<file path="src/include/blsm_pkg.sv">
`default_nettype none
package blsm_pkg;
   localparam int unsigned CLK_HZ = 50_000_000;
   localparam int unsigned TICK_US = 1000;
   localparam int unsigned TICK_CYC = TICK_US * (CLK_HZ / 1_000_000);
   localparam int unsigned TICK_W = 16;
   localparam int unsigned MS_W = 19;
   localparam int unsigned ENTRY_S = 5;
   localparam int unsigned ENTRY_MS = ENTRY_S * 1000;
   localparam int unsigned LONG_S = 3;
   localparam int unsigned LONG_MS = LONG_S * 1000;
   localparam int unsigned TIMEOUT_MIN = 5;
   localparam int unsigned TIMEOUT_MS = TIMEOUT_MIN * 60 * 1000;
   localparam int unsigned DEB_MS = 20;
   localparam int unsigned BLINK_MS = 500;
   localparam int unsigned SHOW_MS = 1000;
   localparam int unsigned SWEEP_MS = 250;
   localparam int unsigned LED_N = 5;
   localparam int unsigned LED_V12 = 0;
   localparam int unsigned LED_V24 = 1;
   localparam int unsigned LED_CFG = 2;
   localparam int unsigned LED_BUS = 3;
   localparam int unsigned LED_ACT = 4;
   localparam logic [1:0] SEL_COMM = 2'h0;
   localparam logic [1:0] SEL_FACT = 2'h1;
   localparam logic [1:0] SEL_VOLT = 2'h2;
   localparam logic [1:0] SEL_LAST = 2'h2;
   typedef enum logic [2:0] {
      ST_SETTLE, ST_PWRUP, ST_MENU, ST_CONFIRM, ST_VSEL, ST_SWEEP, ST_RUN
   } blsm_state_t;
endpackage
`default_nettype wire

</file>
<file path="src/core/blsm_button.sv">
`default_nettype none
module blsm_button #(
   parameter int unsigned DEB_MS = blsm_pkg::DEB_MS,
   parameter int unsigned LONG_MS = blsm_pkg::LONG_MS,
   parameter int unsigned CW = blsm_pkg::MS_W
)(
   input wire logic clk,
   input wire logic rst_b,
   input wire logic btn_b,
   input wire logic tick,
   output logic lvl,
   output logic short_p,
   output logic long_p
);
   localparam logic [CW-1:0] DEB_L = CW'(DEB_MS - 1);
   localparam logic [CW-1:0] LONG_L = CW'(LONG_MS - 1);
   logic s1_r, s2_r, lvl_r, lvl_nxt, done_r, done_nxt, sp_r, sp_nxt, lp_r, lp_nxt;
   logic [CW-1:0] deb_r, deb_nxt, hold_r, hold_nxt;

   always_ff @(posedge clk or negedge rst_b)
   begin
      if (!rst_b)
      begin
         s1_r <= 1'h1;
         s2_r <= 1'h1;
      end
      else
      begin
         s1_r <= btn_b;
         s2_r <= s1_r;
      end
   end

   // Debounce, then tell a short press from a long hold.
   always_comb
   begin
      lvl_nxt = lvl_r;
      deb_nxt = deb_r;
      hold_nxt = hold_r;
      done_nxt = done_r;
      sp_nxt = 1'h0;
      lp_nxt = 1'h0;
      if (!s2_r == lvl_r)
         deb_nxt = '0;
      else if (tick)
      begin
         if (deb_r == DEB_L)
         begin
            lvl_nxt = !s2_r;
            deb_nxt = '0;
         end
         else
            deb_nxt = deb_r + CW'(1);
      end
      if (!lvl_r)
      begin
         hold_nxt = '0;
         done_nxt = 1'h0;
      end
      else if (tick && !done_r)
      begin
         if (hold_r == LONG_L)
         begin
            lp_nxt = 1'h1;
            done_nxt = 1'h1;
         end
         else
            hold_nxt = hold_r + CW'(1);
      end
      if (lvl_r && !lvl_nxt && !done_r)
         sp_nxt = 1'h1;
   end

   always_ff @(posedge clk or negedge rst_b)
   begin
      if (!rst_b)
      begin
         lvl_r <= 1'h0;
         deb_r <= '0;
         hold_r <= '0;
         done_r <= 1'h0;
         sp_r <= 1'h0;
         lp_r <= 1'h0;
      end
      else
      begin
         lvl_r <= lvl_nxt;
         deb_r <= deb_nxt;
         hold_r <= hold_nxt;
         done_r <= done_nxt;
         sp_r <= sp_nxt;
         lp_r <= lp_nxt;
      end
   end

   assign lvl = lvl_r;
   assign short_p = sp_r;
   assign long_p = lp_r;
endmodule
`default_nettype wire

</file>
<file path="src/core/blsm_menu.sv">
`default_nettype none
// Operation
// - Battery path and load output stay off throughout setup mode.
// - Enter setup only after a 5 s hold from power-up; all LEDs lit meanwhile.
// - After the hold, LEDs go dark, then the first entry blinks.
// - On entry the fieldbus and output-active LEDs blink.
// - A short press advances to the next entry, wrapping after the last.
// - A 3 s hold confirms the entry; its LEDs then light steadily.
// - Confirming entry 3 or 4 leaves setup with a sequential LED sweep.
// - Confirming entry 5 stays in setup and shows the stored rating.
// - In voltage selection a short press toggles 24 V and 12 V; 24 V default.
// - A 3 s hold stores the shown rating, then exits with the sweep.
// - The load is enabled only after the exit sweep has finished.
// - Five idle minutes exit setup unchanged and start the load.
// - Entry 3 restores communication defaults; fieldbus and active LEDs blink.
// - Entry 4 restores factory state, forcing 24 V; only one LED blinks.
// - Entry 5 selects voltage; configuration and active LEDs blink.
module blsm_menu #(
   parameter int unsigned TICK_CYC = blsm_pkg::TICK_CYC,
   parameter int unsigned ENTRY_MS = blsm_pkg::ENTRY_MS,
   parameter int unsigned LONG_MS = blsm_pkg::LONG_MS,
   parameter int unsigned TIMEOUT_MS = blsm_pkg::TIMEOUT_MS,
   parameter int unsigned DEB_MS = blsm_pkg::DEB_MS,
   parameter int unsigned CW = blsm_pkg::MS_W
)(
   input wire logic clk,
   input wire logic rst_b,
   input wire logic btn_b,
   input wire logic nvm_v12_in,
   output logic [blsm_pkg::LED_N-1:0] led,
   output logic batt_en,
   output logic load_en,
   output logic setup_active,
   output logic rating_v12,
   output logic nvm_wr,
   output logic comm_dflt,
   output logic factory_rst
);
   localparam int unsigned LN = blsm_pkg::LED_N;
   localparam int unsigned TW = blsm_pkg::TICK_W;
   localparam logic [TW-1:0] TICK_L = TW'(TICK_CYC - 1);
   localparam logic [CW-1:0] DEB_L = CW'(DEB_MS);
   localparam logic [CW-1:0] ENTRY_L = CW'(ENTRY_MS - 1);
   localparam logic [CW-1:0] TOUT_L = CW'(TIMEOUT_MS - 1);
   localparam logic [CW-1:0] BLINK_L = CW'(blsm_pkg::BLINK_MS - 1);
   localparam logic [CW-1:0] SHOW_L = CW'(blsm_pkg::SHOW_MS - 1);
   localparam logic [CW-1:0] SWEEP_L = CW'(blsm_pkg::SWEEP_MS - 1);
   localparam logic [2:0] SWEEP_END = 3'(LN - 1);

   blsm_pkg::blsm_state_t st_r, st_nxt;
   logic [TW-1:0] div_r, div_nxt;
   logic tick_r, tick_nxt;
   logic [CW-1:0] ms_r, ms_nxt, idle_r, idle_nxt, blk_r, blk_nxt;
   logic [1:0] sel_r, sel_nxt;
   logic [2:0] sweep_r, sweep_nxt;
   logic v12_r, v12_nxt, vshow_r, vshow_nxt, phase_r, phase_nxt;
   logic [LN-1:0] led_r, led_nxt;
   logic batt_r, load_r, setup_r, wr_r, wr_nxt, comm_r, comm_nxt, fact_r, fact_nxt;
   logic lvl, short_p, long_p, idle_out;

   // Steady LED picture of each menu entry.
   function automatic logic [LN-1:0] menu_pat(input logic [1:0] sel);
      logic [LN-1:0] p;
      p = '0;
      if (sel == blsm_pkg::SEL_COMM)
      begin
         p[blsm_pkg::LED_BUS] = 1'h1;
         p[blsm_pkg::LED_ACT] = 1'h1;
      end
      else if (sel == blsm_pkg::SEL_FACT)
         p[blsm_pkg::LED_CFG] = 1'h1;
      else
      begin
         p[blsm_pkg::LED_CFG] = 1'h1;
         p[blsm_pkg::LED_ACT] = 1'h1;
      end
      return p;
   endfunction

   // Steady LED picture of a voltage rating.
   function automatic logic [LN-1:0] volt_pat(input logic v12);
      logic [LN-1:0] p;
      p = '0;
      p[blsm_pkg::LED_CFG] = 1'h1;
      p[blsm_pkg::LED_ACT] = 1'h1;
      if (v12)
         p[blsm_pkg::LED_V12] = 1'h1;
      else
         p[blsm_pkg::LED_V24] = 1'h1;
      return p;
   endfunction

   blsm_button #(.DEB_MS(DEB_MS), .LONG_MS(LONG_MS), .CW(CW)) u_btn (
      .clk(clk),
      .rst_b(rst_b),
      .btn_b(btn_b),
      .tick(tick_r),
      .lvl(lvl),
      .short_p(short_p),
      .long_p(long_p)
   );

   // Millisecond enable and blink phase.
   always_comb
   begin
      div_nxt = (div_r == TICK_L) ? '0 : div_r + TW'(1);
      tick_nxt = (div_r == TICK_L);
      blk_nxt = blk_r;
      phase_nxt = phase_r;
      if (st_nxt != st_r)
      begin
         blk_nxt = '0;
         phase_nxt = 1'h0;
      end
      else if (tick_r)
      begin
         blk_nxt = (blk_r == BLINK_L) ? '0 : blk_r + CW'(1);
         if (blk_r == BLINK_L)
            phase_nxt = !phase_r;
      end
   end

   always_ff @(posedge clk or negedge rst_b)
   begin
      if (!rst_b)
      begin
         div_r <= '0;
         tick_r <= 1'h0;
         blk_r <= '0;
         phase_r <= 1'h0;
      end
      else
      begin
         div_r <= div_nxt;
         tick_r <= tick_nxt;
         blk_r <= blk_nxt;
         phase_r <= phase_nxt;
      end
   end

   // Compares with at-least so that idle time spent in confirm cannot step past the limit.
   assign idle_out = tick_r && idle_r >= TOUT_L && !lvl;

   // Menu sequencer.
   always_comb
   begin
      st_nxt = st_r;
      ms_nxt = tick_r ? ms_r + CW'(1) : ms_r;
      idle_nxt = (lvl || st_r == blsm_pkg::ST_RUN) ? '0 : (tick_r ? idle_r + CW'(1) : idle_r);
      sel_nxt = sel_r;
      sweep_nxt = sweep_r;
      v12_nxt = v12_r;
      vshow_nxt = vshow_r;
      wr_nxt = 1'h0;
      comm_nxt = 1'h0;
      fact_nxt = 1'h0;
      case (st_r)
         blsm_pkg::ST_SETTLE:
            if (tick_r && ms_r == DEB_L)
            begin
               v12_nxt = nvm_v12_in;
               ms_nxt = '0;
               st_nxt = lvl ? blsm_pkg::ST_PWRUP : blsm_pkg::ST_RUN;
            end
         blsm_pkg::ST_PWRUP:
            if (!lvl)
               st_nxt = blsm_pkg::ST_RUN;
            else if (tick_r && ms_r == ENTRY_L)
            begin
               st_nxt = blsm_pkg::ST_MENU;
               sel_nxt = blsm_pkg::SEL_COMM;
               ms_nxt = '0;
            end
         blsm_pkg::ST_MENU:
            if (idle_out)
               st_nxt = blsm_pkg::ST_RUN;
            else if (short_p)
               sel_nxt = (sel_r == blsm_pkg::SEL_LAST) ? blsm_pkg::SEL_COMM : sel_r + 2'h1;
            else if (long_p)
            begin
               st_nxt = blsm_pkg::ST_CONFIRM;
               ms_nxt = '0;
               if (sel_r == blsm_pkg::SEL_COMM)
                  comm_nxt = 1'h1;
               else if (sel_r == blsm_pkg::SEL_FACT)
               begin
                  fact_nxt = 1'h1;
                  v12_nxt = 1'h0;
                  wr_nxt = 1'h1;
               end
            end
         blsm_pkg::ST_CONFIRM:
            if (tick_r && ms_r == SHOW_L)
            begin
               ms_nxt = '0;
               sweep_nxt = '0;
               vshow_nxt = v12_r;
               st_nxt = (sel_r == blsm_pkg::SEL_VOLT) ? blsm_pkg::ST_VSEL : blsm_pkg::ST_SWEEP;
            end
         blsm_pkg::ST_VSEL:
            if (idle_out)
               st_nxt = blsm_pkg::ST_RUN;
            else if (short_p)
               vshow_nxt = !vshow_r;
            else if (long_p)
            begin
               v12_nxt = vshow_r;
               wr_nxt = 1'h1;
               ms_nxt = '0;
               sweep_nxt = '0;
               st_nxt = blsm_pkg::ST_SWEEP;
            end
         blsm_pkg::ST_SWEEP:
            if (tick_r && ms_r == SWEEP_L)
            begin
               ms_nxt = '0;
               if (sweep_r == SWEEP_END)
                  st_nxt = blsm_pkg::ST_RUN;
               else
                  sweep_nxt = sweep_r + 3'h1;
            end
         default:
            ms_nxt = '0;
      endcase
   end

   always_ff @(posedge clk or negedge rst_b)
   begin
      if (!rst_b)
      begin
         st_r <= blsm_pkg::ST_SETTLE;
         ms_r <= '0;
         idle_r <= '0;
         sel_r <= blsm_pkg::SEL_COMM;
         sweep_r <= '0;
         v12_r <= 1'h0;
         vshow_r <= 1'h0;
         wr_r <= 1'h0;
         comm_r <= 1'h0;
         fact_r <= 1'h0;
      end
      else
      begin
         st_r <= st_nxt;
         ms_r <= ms_nxt;
         idle_r <= idle_nxt;
         sel_r <= sel_nxt;
         sweep_r <= sweep_nxt;
         v12_r <= v12_nxt;
         vshow_r <= vshow_nxt;
         wr_r <= wr_nxt;
         comm_r <= comm_nxt;
         fact_r <= fact_nxt;
      end
   end

   // LED picture and power path enables.
   always_comb
   begin
      case (st_r)
         blsm_pkg::ST_SETTLE, blsm_pkg::ST_PWRUP:
            led_nxt = '1;
         blsm_pkg::ST_MENU:
            led_nxt = phase_r ? menu_pat(sel_r) : '0;
         blsm_pkg::ST_CONFIRM:
            led_nxt = menu_pat(sel_r);
         blsm_pkg::ST_VSEL:
            led_nxt = phase_r ? volt_pat(vshow_r) : '0;
         blsm_pkg::ST_SWEEP:
            led_nxt = LN'(1) << sweep_r;
         default:
            led_nxt = LN'(1) << blsm_pkg::LED_ACT;
      endcase
   end

   always_ff @(posedge clk or negedge rst_b)
   begin
      if (!rst_b)
      begin
         led_r <= '0;
         batt_r <= 1'h0;
         load_r <= 1'h0;
         setup_r <= 1'h0;
      end
      else
      begin
         led_r <= led_nxt;
         batt_r <= (st_r == blsm_pkg::ST_RUN);
         load_r <= (st_r == blsm_pkg::ST_RUN);
         setup_r <= (st_r != blsm_pkg::ST_RUN) && (st_r != blsm_pkg::ST_SETTLE);
      end
   end

   assign led = led_r;
   assign batt_en = batt_r;
   assign load_en = load_r;
   assign setup_active = setup_r;
   assign rating_v12 = v12_r;
   assign nvm_wr = wr_r;
   assign comm_dflt = comm_r;
   assign factory_rst = fact_r;
endmodule
`default_nettype wire

</file>
<file path="config.mk">
export PLATFORM = sky130hd
export DESIGN_NAME = blsm_menu
export DESIGN_NICKNAME = d
export VERILOG_FILES = /design/src/include/blsm_pkg.sv /design/src/core/blsm_button.sv /design/src/core/blsm_menu.sv
export SDC_FILE = /design/constraint.sdc
export NUM_CORES = 1
export LEC_CHECK = 0
export BUFFER_PORTS_ARGS = -buffer_cell sky130_fd_sc_hd__buf_2
export CAP_MARGIN = 20
export CORE_MARGIN = 10
export CORE_UTILIZATION = 63
export CTS_BUF_LIST = sky130_fd_sc_hd__clkbuf_16
export CTS_CLUSTER_DIAMETER = 200
export CTS_CLUSTER_SIZE = 10
export DETAILED_ROUTE_END_ITERATION = 16
export PLACE_DENSITY = 0.87
export SLEW_MARGIN = 20
export SYNTH_ARGS = -nofsm -noshare
export SYNTH_HDL_FRONTEND = slang
export SYNTH_SLANG_ARGS = --single-unit
</file>
<file path="constraint.sdc">
create_clock -name clk -period 3.52 [get_ports clk]
set_input_delay 0 -clock clk [delete_from_list [all_inputs] [get_ports clk]]
set_output_delay 0 -clock clk [all_outputs]
set_load 0.05 [all_outputs]
</file>
Word-level counts from Yosys, hierarchy flattened:

Cells that the tools add are included.

* register bits: 139
* logic and storage cells: 211

* $lt $le $gt $ge: 1
* add/subtract/negate cells: 8
* shifts and indexed selects: 1
* reduce and logical (&&, ||, !) cells: 37
* equality and inequality tests: 39
* mux-type cells: 100

Operators by type and width (number)
* 2-to-1 mux 19 bit: 20
* adder 19 x 1 -> 19 bit, second input constant: 5
* one-hot mux 19 bit (5 select lines): 1
* 2-to-1 mux 3 bit: 19
* 2-to-1 mux 1 bit: 45
* equality test 19 x 5 -> 1 bit, second input constant: 2
* inequality test 2 bit, second input constant: 14
* one-hot mux 5 bit (5 select lines): 1
* equality test 19 x 10 -> 1 bit, second input constant: 1
* equality test 19 x 12 -> 1 bit, second input constant: 1
* equality test 19 x 13 -> 1 bit, second input constant: 1
* equality test 19 x 8 -> 1 bit, second input constant: 1
* equality test 19 x 9 -> 1 bit, second input constant: 1
* >= comparator 19 bit, second input constant: 1
* one-hot mux 3 bit (6 select lines): 1
* adder 16 x 1 -> 16 bit, second input constant: 1
* equality test 16 bit, second input constant: 1
* 2-to-1 mux 16 bit: 1
* equality test 3 bit, second input constant: 4
* nonzero test 2 bit: 6
* logical AND 1 bit: 10
* 2-to-1 mux 2 bit: 5
* 2-to-1 mux 5 bit: 2
* inequality test 2 x 1 -> 1 bit, second input constant: 5
* other kinds (25): 37

Logic depth before layout (Yosys ltp):

Gate-level depths: netlist (run 1).

* depth after elaboration: 8
* gate-level depth with buffers: 10
* mapped depth without buffers: 9

Modules after synthesis:

From an unflattened synthesis (run 1), not the netlist that was laid out.

* cells, all modules: 808
* area, all modules: 7489.7 um^2

By module, submodules not included
* blsm_menu: cells each 575, area an instance 5240.0 um^2, times used 1
* blsm_button: cells each 233, area an instance 2249.7 um^2, times used 1

Least setup slack after synthesis (run 1):

OpenSTA, ideal clock, no wires.

* kind: reg2reg
* from: register idle_r[11]
* to: register ms_r[0]
* stages on the path, launching flop included: 9
* period minus slack after synthesis: 2427 ps
* slack: 1093 ps
* data arrival time: 2306 ps
* setup time: 121 ps
* data required time: 3399 ps
* cells stage by stage: dfrtp_1 > a211o_1 > a211o_1 > a22oi_1 > o21ai_1 > a211o_1 > a21oi_2 > buf_2 > nor2_1

* longest elaborated chain between the ends: 5

RTL lines
* start: declaration: RTL line blsm_menu.sv:53 `logic [CW-1:0] ms_r, ms_nxt, idle_r, idle_nxt, blk_r, blk_nxt;`
* start signal: assignment: RTL line blsm_menu.sv:246 `idle_r <= idle_nxt;`
* >= comparator 19 bit: RTL line blsm_menu.sv:142 `assign idle_out = tick_r && idle_r >= TOUT_L && !lvl;`
* logical AND 1 bit (2 in a row): RTL line blsm_menu.sv:142
* 2-to-1 mux 19 bit: RTL line blsm_menu.sv:201 `if (idle_out)`
* one-hot mux 19 bit (5 select lines): RTL line blsm_menu.sv:157 `case (st_r)`
* named net ms_nxt[0]: RTL line blsm_menu.sv:53
* end signal: assignment: RTL line blsm_menu.sv:245 `ms_r <= ms_nxt;`
* end: declaration: RTL line blsm_menu.sv:53

The timed path passes the listed nets, and every way through them passes these cells.
A chain may end at the register's enable or synchronous reset.

Worst setup path in the final report (run 1):

* from: register ms_r[10]
* to: register blk_r[17]

* longest elaborated chain between the ends: 7
* elaborated cells on any way between the ends: 17

RTL lines
* equality test 19 x 13 -> 1 bit: RTL line blsm_menu.sv:168 `else if (tick_r && ms_r == ENTRY_L)`
* logical AND 1 bit: RTL line blsm_menu.sv:168
* 2-to-1 mux 3 bit: RTL line blsm_menu.sv:168
* 2-to-1 mux 3 bit: RTL line blsm_menu.sv:166 `if (!lvl)`
* one-hot mux 3 bit (6 select lines) (*): RTL line blsm_menu.sv:157
* inequality test 3 bit (*): RTL line blsm_menu.sv:110 `if (st_nxt != st_r)`
* 2-to-1 mux 19 bit or nonzero test 2 bit (tied branches)
* end signal: assignment: RTL line blsm_menu.sv:136 `blk_r <= blk_nxt;`
* end: declaration: RTL line blsm_menu.sv:53

Mark *: on every way between the ends. The rest lies on a longest branch, timed or not.

==> results_tabular.tex, run 1 <==
\begin{tabular}{lr}
\hline
Metric & Value \\
\hline
\multicolumn{2}{l}{\textbf{Outcome}} \\
\quad Result of the run & finished, final reports clean \\
\multicolumn{2}{l}{\textbf{Floorplan}} \\
\quad IO Count & 16 \\
\quad Die span in x & 129 um \\
\quad Row count & 39 \\
\quad Initial cell density of the core & 64.8\% \\
\quad Die area & 16,500 um\^{}2 \\
\quad Core region area & 11,500 um\^{}2 \\
\quad Die outline height & 129 um \\
\multicolumn{2}{l}{\textbf{Timing}} \\
\quad Total count of hold-check failures in the final report & 0 \\
\quad Max Slew Vio Count & 0 \\
\quad Minimum clock period & 2780 ps \\
\quad Achievable clock frequency & 0.359 GHz \\
\quad Slew at the pin closest to its max-slew limit & 964 ps \\
\quad Final setup slack of the worst path & 737 ps \\
\quad Fin crit share & 79.1\% \\
\quad Final worst clock skew & 6.53 ps \\
\quad Fin Setup TNS & 0 ps \\
\quad Worst-case headroom to the max-slew limit & 35.7\% \\
\quad RSZ-0062 raised after global routing & no \\
\quad Setup violations, final & 0 \\
\multicolumn{2}{l}{\textbf{Final layout}} \\
\quad Number of fill cells & 828 \\
\quad Leading cell type in the layout, fill and taps excluded & dfrtp\_1 \\
\quad Commonest cells after routing, fill and taps aside & dfrtp\_1 (137), nor2\_1 (108), nand2\_1 (81), xor2\_1 (41), o21ai\_0 (40) \\
\quad Share of final-layout standard cells stronger than drive strength 1 & 10.7\% \\
\quad Nets@finish & 833 \\
\quad Core occupancy in the finished layout & 71.8\% \\
\quad N\_diodes & 0 \\
\quad Layout overhead on the synthesized area & 10.8\% \\
\multicolumn{2}{l}{\textbf{Worst setup path}} \\
\quad Element type at the critical path end & flip-flop \\
\quad Type of the setup path with the least slack & flip-flop to flip-flop \\
\quad Crit path largest cell delay & 560 ps \\
\quad Data required time at the worst endpoint & 3840 ps \\
\quad Sequence of cells on the critical path & or4\_4 > nor3b\_4 > nand4\_1 > nor3\_2 > nor4\_1 > a211o\_1 > buf\_4 > nor4\_2 \\
\quad Slowest CP cell & or4\_4 \\
\quad Worst r2r path cells & 8 \\
\quad Arr. time, crit path & 3110 ps \\
\quad Worst-path fanout max & 20 \\
\quad Startpoint kind of the worst setup timing path & flip-flop \\
\multicolumn{2}{l}{\textbf{Placed design}} \\
\quad Number of input and output port buffers inserted & 15 \\
\quad Post-placement setup slack & 777 ps \\
\quad Total half-perimeter wirelength after legalization and detailed placement & 10.8 mm \\
\quad Global placement routability congestion & 0.898 \\
\multicolumn{2}{l}{\textbf{Global routing}} \\
\quad Maximum number of pins on one net before global-route repair & 121 \\
\quad Wire length of the first global-routing pass & 28.1 mm \\
\quad Via count of the first global-routing pass & 5,974 \\
\quad Initial antenna violation count & 0 \\
\quad Global-route usage over all layers & 20.3\% \\
\quad Final global-route overflow total & 0 \\
\multicolumn{2}{l}{\textbf{Synthesis}} \\
\quad Post-Synthesis Net Count & 816 \\
\quad Area leader, netlist & dfrtp\_1 \\
\quad Warning count from the yosys run & 0 \\
\quad Multiplexer area fraction after synthesis & 1.53\% \\
\quad Register bit total from synthesis & 139 \\
\quad Simple-Gate Fraction of Synth Area & 28.7\% \\
\quad Post-Synthesis Cells & 799 \\
\quad Avg Synthesized Cell Area & 9.30 um\^{}2 \\
\quad Share of async-settable or async-resettable flops after synthesis & 100\% \\
\quad Post-Synth XOR/XNOR Area & 8.01\% \\
\quad Share of Yosys cell area claimed by the top area cell type & 46.1\% \\
\quad Primary FF master, synth & dfrtp\_1 \\
\quad Cell area after technology mapping & 7430 um\^{}2 \\
\quad Netlist cell types & 60 \\
\quad Count of flip-flops with a built-in enable after synthesis & 0 \\
\quad Share of the synthesized area in compound gates (AO/OA/AOI/OAI) & 9.72\% \\
\quad Sequential area share after synthesis & 46.8\% \\
\quad Top area cells in the synthesized netlist & dfrtp\_1 (46\%), nor2\_1 (5.5\%), xor2\_1 (4.8\%), nand2\_1 (4.1\%), nor4\_2 (3.5\%) \\
\quad Adder-Cell Fraction of Synth Area & 2.19\% \\
\quad Main combinational cell family by area after synthesis & simple AND/OR/NAND/NOR gates \\
\multicolumn{2}{l}{\textbf{Power}} \\
\quad Max VDD drop & 707 uV \\
\quad Combinational share of power & 1.7\% \\
\quad Reported net switching power & 0.000721 W \\
\quad Sequential fraction of design power & 47.9\% \\
\quad Clock power frac & 50.4\% \\
\quad Power density over the cells & 408 nW/um\^{}2 \\
\quad Leak & 3.57 nW \\
\quad Fraction of power spent switching nets & 21.4\% \\
\quad Internal power & 0.00264 W \\
\multicolumn{2}{l}{\textbf{Clock tree}} \\
\quad Worst-Skew Late Latency & 420 ps \\
\quad Number of buffers created by CTS & 17 \\
\quad CTS root buf & clkbuf\_16 \\
\quad Clock H-tree levels & 4 \\
\quad Worst-case clock buffer depth & 2 \\
\quad TritonCTS clock tree & built \\
\quad Clock sink count & 139 \\
\quad Clock-pin slew reported for the worst setup and hold paths after clock tree synthesis & 60 ps \\
\quad Number of setup buffers added after CTS & 0 \\
\multicolumn{2}{l}{\textbf{Route}} \\
\quad Post-Route WL & 16.1 mm \\
\quad Final antenna-violating net count & 0 \\
\quad Vias per cell & 6.20 \\
\quad Number of iterations in the first detailed-routing pass & 5 \\
\quad WL/cell & 16.6 um \\
\quad Overall via count from detail\_route & 6,025 \\
\quad First DRT Iteration DRCs & 654 \\
\quad DRC violation count after routing & 0 \\
\multicolumn{2}{l}{\textbf{Flow run}} \\
\quad Max\_cap viols & 0 \\
\multicolumn{2}{l}{\textbf{Worst hold path}} \\
\quad Min-Delay Path Class & input port to async pin \\
\hline
\end{tabular}
[power groups by stage]
| stage | Combinational (W) | Sequential (W) | Clock, W |
|---|---|---|---|
| 2_1_floorplan | 0.0000151 | 0.00164 | 0 |
| 3_3_place_gp | 0.0000526 | 0.00164 | 0 |
| 3_5_place_dp | 0.0000561 | 0.00164 | 0 |
| 4_1_cts | 0.0000594 | 0.00161 | 0.00171 |
| 5_1_grt | 0.0000664 | 0.00161 | 0.00178 |
| 6_report | 0.0000576 | 0.00161 | 0.00169 |
[area by class of cell]
cell class,count,area [um^2],share of cell area (%)
clock buffer,17,425,5.17
clock inverter,15,135,1.64
inverter,19,71.3,0.866
multi-input combinational,609,3740,45.4
sequential,139,3480,42.3
tap,143,179,2.17
timing repair buffer,30,204,2.48
[critical path: cells and delay by family (launching register included)]
family                 cells  cell delay [ps]
flip-flops                 1              430
buffers and inverters      1              230
AND/OR/NAND/NOR            6             1710
AO/OA/AOI/OAI              1              300
[cells by family after synthesis]
kind of cell	after synthesis
DFF	139
muxes	11
and+or+nand+nor	397
AOI/OAI and AO/OA	120
adders and majority gates	13
buffers and inverters	51
xor gates and xnor gates	68
[routing by layer]
| layer | global-route usage, % | up-vias | wire, um |
|---|---|---|---|
| met5 | 0 | - | 0 |
| met2 | 32.3 | 192 | 7960 |
| li1 | - | 2872 | - |
| met1 | 26.4 | 2930 | 7050 |
| met4 | 7.86 | 0 | 263 |
| met3 | 4.89 | 31 | 839 |
[Yosys cell counts (21+ instances only)]
library cell	count
nor4_2	21
xnor2_1	27
nor3_1	27
nand4_1	28
clkbuf_1	21
a21oi_1	37
nand2_1	81
xor2_1	41
dfrtp_1	137
nand3_1	39
o21ai_0	40
nor2_1	108
[path summary, 6_finish.rpt]
check | from | to | slack, ps
worst max-delay path | ms_r[10] | blk_r[17] | 740
worst min-delay path | rst_b | idle_r[8] | 230
worst max register to register | ms_r[10] | blk_r[17] | 740
worst min register to register | u_btn.s1_r | u_btn.s2_r | 370
max in group asynchronous | rst_b | rating_v12 | 2400
min in group clk | btn_b | u_btn.s1_r | 250
[flip-flops by register name (all words and copies together), names as in the netlist, 2 cells and up]
name and flops:
blk_r 19, div_r 16, idle_r 19, led 5, ms_r 19, sel_r 2, st_r 3, sweep_r 3
u_btn.deb_r 19, u_btn.hold_r 19
[stage by stage]
step | total power [W] | instance area, um^2 | std cells | hold WS, ps
6_report | 0.00336 | 8230 | 972 | 231
5_1_grt | 0.00346 | 8230 | 972 | 272
4_1_cts | 0.00338 | 8230 | 972 | 229
3_5_place_dp | 0.00169 | 7640 | 937 | 107
3_3_place_gp | 0.00169 | 7640 | 937 | 106
2_1_floorplan | 0.00165 | 7430 | 799 | -296
[repair_timing]
item,in CTS,in global routing
hold buffers,3,0
resized for setup,0,0
hold endpoints to repair,119,0
No activity file was read; power rests on OpenSTA's default activity.
==> run 2: changes to the inputs <==
--- a/config.mk
+++ b/config.mk
@@ -5,15 +5,16 @@
 export SDC_FILE = /design/constraint.sdc
 export NUM_CORES = 1
 export LEC_CHECK = 0
+export ABC_AREA = 1
 export BUFFER_PORTS_ARGS = -buffer_cell sky130_fd_sc_hd__buf_2
 export CAP_MARGIN = 20
 export CORE_MARGIN = 10
-export CORE_UTILIZATION = 63
+export CORE_UTILIZATION = 57
 export CTS_BUF_LIST = sky130_fd_sc_hd__clkbuf_16
 export CTS_CLUSTER_DIAMETER = 200
 export CTS_CLUSTER_SIZE = 10
 export DETAILED_ROUTE_END_ITERATION = 16
-export PLACE_DENSITY = 0.87
+export PLACE_DENSITY = 0.83
 export SLEW_MARGIN = 20
 export SYNTH_ARGS = -nofsm -noshare
 export SYNTH_HDL_FRONTEND = slang
==> constraint.sdc (replaced) <==
create_clock -name clk -period 2.4 [get_ports clk]
set_input_delay 0 -clock clk [delete_from_list [all_inputs] [get_ports clk]]
set_output_delay 0 -clock clk [all_outputs]
set_load 0.05 [all_outputs]
==> results_tabular.tex, run 2 <==
\begin{tabular}{lr}
\hline
Metric & Value \\
\hline
\multicolumn{2}{l}{\textbf{Outcome}} \\
\quad Result of the run & finished, final reports clean (unchanged) \\
\multicolumn{2}{l}{\textbf{Placed design}} \\
\quad Total half-perimeter wirelength after legalization and detailed placement & 11.9 mm (was 10.8 mm) \\
\quad Post-DP Area & 8320 um\^{}2 (was 7640 um\^{}2) \\
\quad Global placement routability congestion & 0.921 (was 0.898) \\
\quad Number of placed instances with taps included & 1,230 (was 937) \\
\quad Number of input and output port buffers inserted & 15 (unchanged) \\
\multicolumn{2}{l}{\textbf{Clock tree}} \\
\quad Clock sink count & 139 (unchanged) \\
\quad Clock H-tree levels & 4 (unchanged) \\
\quad Worst-case clock buffer depth & 2 (unchanged) \\
\quad Clock-pin slew reported for the worst setup and hold paths after clock tree synthesis & 60 ps (about the same) \\
\quad CTS root buf & clkbuf\_16 (unchanged) \\
\quad Number of buffers created by CTS & 17 (unchanged) \\
\quad TritonCTS clock tree & built (unchanged) \\
\quad Worst-Skew Late Latency & 430 ps (was 420 ps) \\
\multicolumn{2}{l}{\textbf{Timing}} \\
\quad Fin crit share & 92.4\% (was 79.1\%) \\
\quad Max Slew Vio Count & 0 (unchanged) \\
\quad Final worst clock skew & 9.57 ps (was 6.53 ps) \\
\quad Setup violations, final & 0 (unchanged) \\
\quad Minimum clock period & 2220 ps (was 2780 ps) \\
\quad Slew at the pin closest to its max-slew limit & 613 ps (was 964 ps) \\
\quad Worst-case headroom to the max-slew limit & 59.1\% (was 35.7\%) \\
\quad Achievable clock frequency & 0.451 GHz (was 0.359 GHz) \\
\quad Total count of hold-check failures in the final report & 0 (unchanged) \\
\multicolumn{2}{l}{\textbf{Floorplan}} \\
\quad Core region area & 13,900 um\^{}2 (was 11,500 um\^{}2) \\
\quad Die span in x & 139 um (was 129 um) \\
\quad Initial cell density of the core & 58.0\% (was 64.8\%) \\
\quad Die area & 19,300 um\^{}2 (was 16,500 um\^{}2) \\
\quad Row count & 43 (was 39) \\
\quad Die outline height & 139 um (was 129 um) \\
\quad IO Count & 16 (unchanged) \\
\multicolumn{2}{l}{\textbf{Global routing}} \\
\quad Via count of the first global-routing pass & 6,607 (was 5,974) \\
\quad Global-route usage over all layers & 17.4\% (was 20.3\%) \\
\quad Final global-route overflow total & 0 (unchanged) \\
\quad Initial antenna violation count & 0 (unchanged) \\
\quad Maximum number of pins on one net before global-route repair & 67 (was 121) \\
\quad Wire length of the first global-routing pass & 29.1 mm (was 28.1 mm) \\
\multicolumn{2}{l}{\textbf{Final layout}} \\
\quad Share of final-layout standard cells stronger than drive strength 1 & 12.5\% (was 10.7\%) \\
\quad N\_diodes & 0 (unchanged) \\
\quad Leading cell type in the layout, fill and taps excluded & nand2\_1 (was dfrtp\_1) \\
\quad Nets@finish & 1,092 (was 833) \\
\quad Number of fill cells & 1,135 (was 828) \\
\quad Count of placed standard cells in the final layout, fillers left out & 1,268 (was 972) \\
\quad Commonest cells after routing, fill and taps aside & nand2\_1 (188), nor2\_1 (148), dfrtp\_1 (137), inv\_1 (127), nand3\_1 (76) (was dfrtp\_1 (137), nor2\_1 (108), nand2\_1 (81), xor2\_1 (41), o21ai\_0 (40)) \\
\quad Design Area, Final & 8990 um\^{}2 (was 8230 um\^{}2) \\
\quad Layout overhead on the synthesized area & 11.8\% (was 10.8\%) \\
\multicolumn{2}{l}{\textbf{Worst setup path}} \\
\quad Worst-path fanout max & 19 (was 20) \\
\quad Element type at the critical path end & flip-flop (unchanged) \\
\quad Startpoint kind of the worst setup timing path & flip-flop (unchanged) \\
\quad Arr. time, crit path & 2580 ps (was 3110 ps) \\
\quad Crit path largest cell delay & 420 ps (was 560 ps) \\
\quad Data required time at the worst endpoint & 2760 ps (was 3840 ps) \\
\quad Type of the setup path with the least slack & flip-flop to flip-flop (unchanged) \\
\quad Slowest CP cell & dfrtp\_1 (was or4\_4) \\
\quad Most common cell on crit path & nand2\_2 \\
\quad Sequence of cells on the critical path & ha\_2 > nand3\_1 > nor2\_2 > nand3\_2 > nand2\_2 > nand2\_2 > inv\_2 > nand2\_1 > nor2\_2 > nand2\_2 > nand3\_2 > nand2\_4 > nor2\_4 > buf\_12 > nand3\_1 > nand2\_1 (was or4\_4 > nor3b\_4 > nand4\_1 > nor3\_2 > nor4\_1 > a211o\_1 > buf\_4 > nor4\_2) \\
\multicolumn{2}{l}{\textbf{Synthesis}} \\
\quad Cell area after technology mapping & 8050 um\^{}2 (was 7430 um\^{}2) \\
\quad Area leader, netlist & dfrtp\_1 (unchanged) \\
\quad Avg Synthesized Cell Area & 7.70 um\^{}2 (was 9.30 um\^{}2) \\
\quad Top area cells in the synthesized netlist & dfrtp\_1 (43\%), nand2\_1 (8.8\%), nor2\_1 (7.1\%), inv\_1 (5.9\%), nand3\_1 (4.9\%) (was dfrtp\_1 (46\%), nor2\_1 (5.5\%), xor2\_1 (4.8\%), nand2\_1 (4.1\%), nor4\_2 (3.5\%)) \\
\quad Post-synth top cells & nand2\_1 (188), nor2\_1 (152), dfrtp\_1 (137) (was dfrtp\_1 (137), nor2\_1 (108), nand2\_1 (81)) \\
\quad Share of Yosys cell area claimed by the top area cell type & 42.6\% (was 46.1\%) \\
\quad Count of flip-flops with a built-in enable after synthesis & 0 (unchanged) \\
\quad Leading cell type by number of instances after synthesis & nand2\_1 (was dfrtp\_1) \\
\quad Netlist cell types & 45 (was 60) \\
\quad Sequential area share after synthesis & 43.3\% (was 46.8\%) \\
\quad Post-Synthesis Net Count & 1,062 (was 816) \\
\quad Primary FF master, synth & dfrtp\_1 (unchanged) \\
\quad Post-Synthesis Cells & 1,045 (was 799) \\
\quad Warning count from the yosys run & 0 (unchanged) \\
\quad Share of async-settable or async-resettable flops after synthesis & 100\% (unchanged) \\
\quad Register bit total from synthesis & 139 (unchanged) \\
\multicolumn{2}{l}{\textbf{Route}} \\
\quad Final antenna-violating net count & 0 (unchanged) \\
\quad WL/cell & 13.6 um (was 16.6 um) \\
\quad DRC violation count after routing & 0 (unchanged) \\
\quad First DRT Iteration DRCs & 557 (was 654) \\
\quad Post-Route WL & 17.2 mm (was 16.1 mm) \\
\quad Vias per cell & 5.54 (was 6.20) \\
\quad Number of iterations in the first detailed-routing pass & 5 (unchanged) \\
\quad Overall via count from detail\_route & 7,025 (was 6,025) \\
\multicolumn{2}{l}{\textbf{Flow run}} \\
\quad Max\_cap viols & 0 (unchanged) \\
\multicolumn{2}{l}{\textbf{Power}} \\
\quad Power density over the cells & 546 nW/um\^{}2 (was 408 nW/um\^{}2) \\
\quad Max VDD drop & 465 uV (was 707 uV) \\
\quad Leak & 4.02 nW (was 3.57 nW) \\
\multicolumn{2}{l}{\textbf{Worst hold path}} \\
\quad Min-Delay Path Class & input port to async pin (unchanged) \\
\hline
\end{tabular}
## run 2: changes by cell type in the layout (fill, tap and decap cells not counted), sizes merged, moves of 6 or more
cell    before  now
mux2i        8    2
or3         15    0
nor3        28   47
inv         21  142
and4         6    0
xnor2       27    5
nor2       108  161
nand2       81  196
xor2        41   33
nor2b       10    0
nand2b       6    0
and3        18    4
nor4        31   14
nand3       39  103
## run 2: final cells by class
class	count	area [um^2]	share of cell area (%)
multi-input cells	741	3920	43.5
flip-flops and latches	139	3480	38.7
inverters	141	529	5.88
clock buffers	17	425	4.73
repair buffers	35	285	3.17
well taps	180	225	2.50
clock inverters	15	134	1.49
## run 2: metal layers
metal,up-vias,track usage (%),share of wire [%]
met5,-,0,0
met3,19,3.36,4.5
met2,190,28.2,48
li1,3499,-,-
met1,3317,22.6,46
met4,0,6.15,1.4
## run 2: logic make-up (layout without fill, tap and decap cells)
family                     count (synthesis)  after routing  share of synthesized area (%)
and+or+nand+nor                          569            569                           33.4
xor gates and xnor gates                  38             38                           4.14
DFF                                      139            139                           43.3
buffers and inverters                    165            208                           8.66
AOI/OAI and AO/OA                        119            119                           8.29
muxes                                      2              2                          0.249
adders and majority gates                 13             13                           2.02
## run 2: where the power goes
| group | switching [W] | total, W | internal (W) |
|---|---|---|---|
| combinational | 0.0000601 | 0.0000763 | 0.0000161 |
| clock | 0.000987 | 0.00249 | 0.00150 |
| sequential | 0.00000115 | 0.00235 | 0.00235 |
| total | 0.00105 | 0.00491 | 0.00386 |
## run 2: worst paths after layout
path	startpoint	to	slack (ps)	depth (start not counted)
setup / recovery	ms_r[0]	blk_r[7]	180	16
hold / removal	rst_b	u_btn.deb_r[10]	150	2
setup reg to reg	ms_r[0]	blk_r[7]	180	16
hold reg to reg	u_btn.s1_r	u_btn.s2_r	380	0
max in group asynchronous	rst_b	u_btn.s2_r	1550	3
min in group clk	btn_b	u_btn.s1_r	250	2
## run 2: stage by stage
| step | total power (W) | util [%] | setup WS [ps] | hold WS (ps) | setup TNS, ps |
|---|---|---|---|---|---|
| 2_1_floorplan | 0.00240 | - | 401 | -296 | 0 |
| 3_3_place_gp | 0.00247 | 59.9 | 203 | 43.6 | 0 |
| 3_5_place_dp | 0.00247 | 59.9 | 138 | 41.9 | 0 |
| 4_1_cts | 0.00495 | 64.2 | 113 | 170 | 0 |
| 5_1_grt | 0.00505 | 64.8 | -26.1 | 225 | -31.5 |
| 6_report | 0.00491 | 64.8 | 183 | 147 | 0 |
## run 2: critical path, delay by kind of cell (launching register included)
family / cells / cell delay, ps
adder cells (fa/ha/maj): 1 / 220
buffers and inverters: 2 / 230
flip-flops: 1 / 420
AND/OR/NAND/NOR: 13 / 1290
## run 2: timing repair
| action | CTS | global route |
|---|---|---|
| endpoints found under the setup margin | 0 | 22 |
| hold endpoints to repair | 65 | 0 |
| buffers inserted | 0 | 1 |
| gates resized for setup | 0 | 12 |
| hold buffers | 3 | 0 |
==> run 3: changes to the inputs <==
--- a/config.mk
+++ b/config.mk
@@ -6,6 +6,7 @@
 export NUM_CORES = 1
 export LEC_CHECK = 0
 export ABC_AREA = 1
+export ABC_CLOCK_PERIOD_IN_PS = 2400
 export BUFFER_PORTS_ARGS = -buffer_cell sky130_fd_sc_hd__buf_2
 export CAP_MARGIN = 20
 export CORE_MARGIN = 10
@@ -14,6 +15,7 @@
 export CTS_CLUSTER_DIAMETER = 200
 export CTS_CLUSTER_SIZE = 10
 export DETAILED_ROUTE_END_ITERATION = 16
+export GPL_TIMING_DRIVEN = 0
 export PLACE_DENSITY = 0.83
 export SLEW_MARGIN = 20
 export SYNTH_ARGS = -nofsm -noshare
==> results_tabular.tex, run 3 (synthesis gave the netlist of run 2 again) <==
\begin{tabular}{lr}
\hline
Metric & Value \\
\hline
\multicolumn{2}{l}{\textbf{Final layout}} \\
\quad Area occupied by registers & 3480 um\^{}2 (about the same) \\
\quad Nets@finish & 1,105 (was 1,092) \\
\quad Area of the multi-input gates & 3920 um\^{}2 (about the same) \\
\quad Number of fill cells & 1,073 (was 1,135) \\
\quad Core occupancy in the finished layout & 66.0\% (was 64.8\%) \\
\quad Leading cell type in the layout, fill and taps excluded & nand2\_1 (unchanged) \\
\quad Share of final-layout standard cells stronger than drive strength 1 & 13.4\% (was 12.5\%) \\
\quad N\_diodes & 0 (unchanged) \\
\quad Layout overhead on the synthesized area & 13.9\% (was 11.8\%) \\
\quad Commonest cells after routing, fill and taps aside & nand2\_1 (188), nor2\_1 (147), dfrtp\_1 (135), inv\_1 (127), nand3\_1 (78) (was nand2\_1 (188), nor2\_1 (148), dfrtp\_1 (137), inv\_1 (127), nand3\_1 (76)) \\
\multicolumn{2}{l}{\textbf{Clock tree}} \\
\quad Clock sink count & 139 (unchanged) \\
\quad CTS root buf & clkbuf\_16 (unchanged) \\
\quad Worst-Skew Late Latency & 430 ps (about the same) \\
\quad Number of buffers created by CTS & 17 (unchanged) \\
\quad Clock H-tree levels & 4 (unchanged) \\
\quad Worst-case clock buffer depth & 2 (unchanged) \\
\quad Clock-pin slew reported for the worst setup and hold paths after clock tree synthesis & 60 ps (about the same) \\
\quad TritonCTS clock tree & built (unchanged) \\
\multicolumn{2}{l}{\textbf{Global routing}} \\
\quad Initial antenna violation count & 0 (unchanged) \\
\quad Global-route usage over all layers & 18.8\% (was 17.4\%) \\
\quad Wire length of the first global-routing pass & 31.4 mm (was 29.1 mm) \\
\quad Final global-route overflow total & 0 (unchanged) \\
\quad Maximum number of pins on one net before global-route repair & 102 (was 67) \\
\quad Via count of the first global-routing pass & 7,005 (was 6,607) \\
\multicolumn{2}{l}{\textbf{Route}} \\
\quad Overall via count from detail\_route & 7,156 (was 7,025) \\
\quad Final antenna-violating net count & 0 (unchanged) \\
\quad WL/cell & 14.1 um (was 13.6 um) \\
\quad Post-Route WL & 18.0 mm (was 17.2 mm) \\
\quad First DRT Iteration DRCs & 602 (was 557) \\
\quad Vias per cell & 5.59 (was 5.54) \\
\quad DRC violation count after routing & 0 (unchanged) \\
\quad Number of iterations in the first detailed-routing pass & 5 (unchanged) \\
\multicolumn{2}{l}{\textbf{Worst setup path}} \\
\quad Most common cell on crit path & nand3\_2 (was nand2\_2) \\
\quad Crit path largest cell delay & 400 ps (was 420 ps) \\
\quad Sequence of cells on the critical path & ha\_2 > nand3\_1 > nor2\_4 > nand3\_2 > nand2\_4 > nand2\_2 > inv\_2 > nand2\_1 > nor2\_2 > nand2\_2 > nand3\_2 > nand2\_4 > nor2\_4 > buf\_8 > buf\_12 > nand3\_2 > nand2\_1 (was ha\_2 > nand3\_1 > nor2\_2 > nand3\_2 > nand2\_2 > nand2\_2 > inv\_2 > nand2\_1 > nor2\_2 > nand2\_2 > nand3\_2 > nand2\_4 > nor2\_4 > buf\_12 > nand3\_1 > nand2\_1) \\
\quad Data required time at the worst endpoint & 2760 ps (about the same) \\
\quad Slowest CP cell & dfrtp\_1 (unchanged) \\
\quad Startpoint kind of the worst setup timing path & flip-flop (unchanged) \\
\quad Arr. time, crit path & 2650 ps (was 2580 ps) \\
\quad Worst-path fanout max & 10 (was 19) \\
\quad Type of the setup path with the least slack & flip-flop to flip-flop (unchanged) \\
\quad Element type at the critical path end & flip-flop (unchanged) \\
\multicolumn{2}{l}{\textbf{Floorplan}} \\
\quad Die span in x & 139 um (unchanged) \\
\quad Die outline height & 139 um (unchanged) \\
\quad Initial cell density of the core & 58.0\% (unchanged) \\
\quad Core region area & 13,900 um\^{}2 (unchanged) \\
\quad Die area & 19,300 um\^{}2 (unchanged) \\
\quad IO Count & 16 (unchanged) \\
\quad Row count & 43 (unchanged) \\
\multicolumn{2}{l}{\textbf{Timing}} \\
\quad Final worst clock skew & 10.2 ps (was 9.57 ps) \\
\quad Worst hold slack after final layout & 33.6 ps (was 147 ps) \\
\quad Max Slew Vio Count & 0 (unchanged) \\
\quad Worst-case headroom to the max-slew limit & 54.6\% (was 59.1\%) \\
\quad Achievable clock frequency & 0.438 GHz (was 0.451 GHz) \\
\quad Fin crit share & 95.2\% (was 92.4\%) \\
\quad Total count of hold-check failures in the final report & 0 (unchanged) \\
\quad Slew at the pin closest to its max-slew limit & 678 ps (was 613 ps) \\
\quad Setup violations, final & 0 (unchanged) \\
\quad Minimum clock period & 2280 ps (was 2220 ps) \\
\multicolumn{2}{l}{\textbf{Power}} \\
\quad Power density over the cells & 579 nW/um\^{}2 (was 546 nW/um\^{}2) \\
\quad Leak & 4.12 nW (was 4.02 nW) \\
\quad Max VDD drop & 505 uV (was 465 uV) \\
\multicolumn{2}{l}{\textbf{Worst hold path}} \\
\quad Min-Delay Path Class & input port to async pin (unchanged) \\
\multicolumn{2}{l}{\textbf{Placed design}} \\
\quad Global placement routability congestion & 0.898 (was 0.921) \\
\quad Total half-perimeter wirelength after legalization and detailed placement & 12.3 mm (was 11.9 mm) \\
\quad Number of input and output port buffers inserted & 15 (unchanged) \\
\multicolumn{2}{l}{\textbf{Flow run}} \\
\quad Max\_cap viols & 0 (unchanged) \\
\multicolumn{2}{l}{\textbf{Outcome}} \\
\quad Result of the run & finished, final reports clean (unchanged) \\
\hline
\end{tabular}
run 3: cell types whose count changed in the layout (fill, tap and decap cells not counted), sizes merged:
cell,before,now
clkinvlp,5,2
inv,142,146
clkinv,7,3
bufinv,2,5
clkbuf,18,24
buf,31,38
run 3: worst paths after layout:
path                             from    endpoint  slack, ps  cells past startpoint
setup / recovery              ms_r[1]   blk_r[11]        120                     17
hold / removal                  rst_b    blk_r[5]         30                      2
setup reg to reg              ms_r[1]   blk_r[11]        120                     17
hold reg to reg            u_btn.s1_r  u_btn.s2_r        370                      0
max in group asynchronous       rst_b     ms_r[0]       1590                      3
min in group clk                btn_b  u_btn.s1_r        210                      2
run 3: cell type report:
cell class / instances / area share [%]
inverter: 141 / 5.78
clock inverter: 15 / 2.42
multi-input combinational: 741 / 42.8
clock buffer: 17 / 4.64
timing repair buffer: 24 / 1.97
tap: 180 / 2.46
sequential: 139 / 38.0
buffer: 24 / 1.93
run 3: layer usage:
| metal | track usage (%) | routed length (um) | vias to the layer above |
|---|---|---|---|
| li1 | - | - | 3520 |
| met1 | 23.5 | 8140 | 3421 |
| met2 | 31.2 | 8870 | 181 |
| met3 | 4.08 | 745 | 34 |
| met4 | 7.19 | 280 | 0 |
| met5 | 0 | 0 | - |
run 3: stage by stage:
stage | worst slack (ps) | TNS [ps] | area (um^2) | cells | total power [W]
2_1_floorplan | 401 | 0 | 8050 | 1045 | 0.00240
3_3_place_gp | -553 | -73900 | 8350 | 1240 | 0.00246
3_5_place_dp | 42.7 | 0 | 8380 | 1241 | 0.00246
4_1_cts | 24.8 | 0 | 9060 | 1276 | 0.00534
5_1_grt | -17.4 | -68.7 | 9160 | 1281 | 0.00545
6_report | 116 | 0 | 9160 | 1281 | 0.00531
run 3: worst max-delay path: cells and delay by family, from the launching register on:
family                     cells  cell delay [ps]
and+or+nand+nor               13             1230
DFF                            1              400
buffers and inverters          3              350
adders and majority gates      1              220
run 3: repair_timing:
| item | CTS | global route |
|---|---|---|
| endpoints found under the setup margin | 0 | 44 |
| hold buffers | 3 | 0 |
| setup buffers | 0 | 5 |
| gates resized for setup | 0 | 19 |
| endpoints found under the hold margin | 139 | 0 |
run 3: power breakdown:
part | switching [W] | internal [W] | leakage, nW
registers | 0.00000139 | 0.00235 | 1.89
clock network | 0.00104 | 0.00184 | 0.317
logic | 0.0000595 | 0.0000157 | 1.92
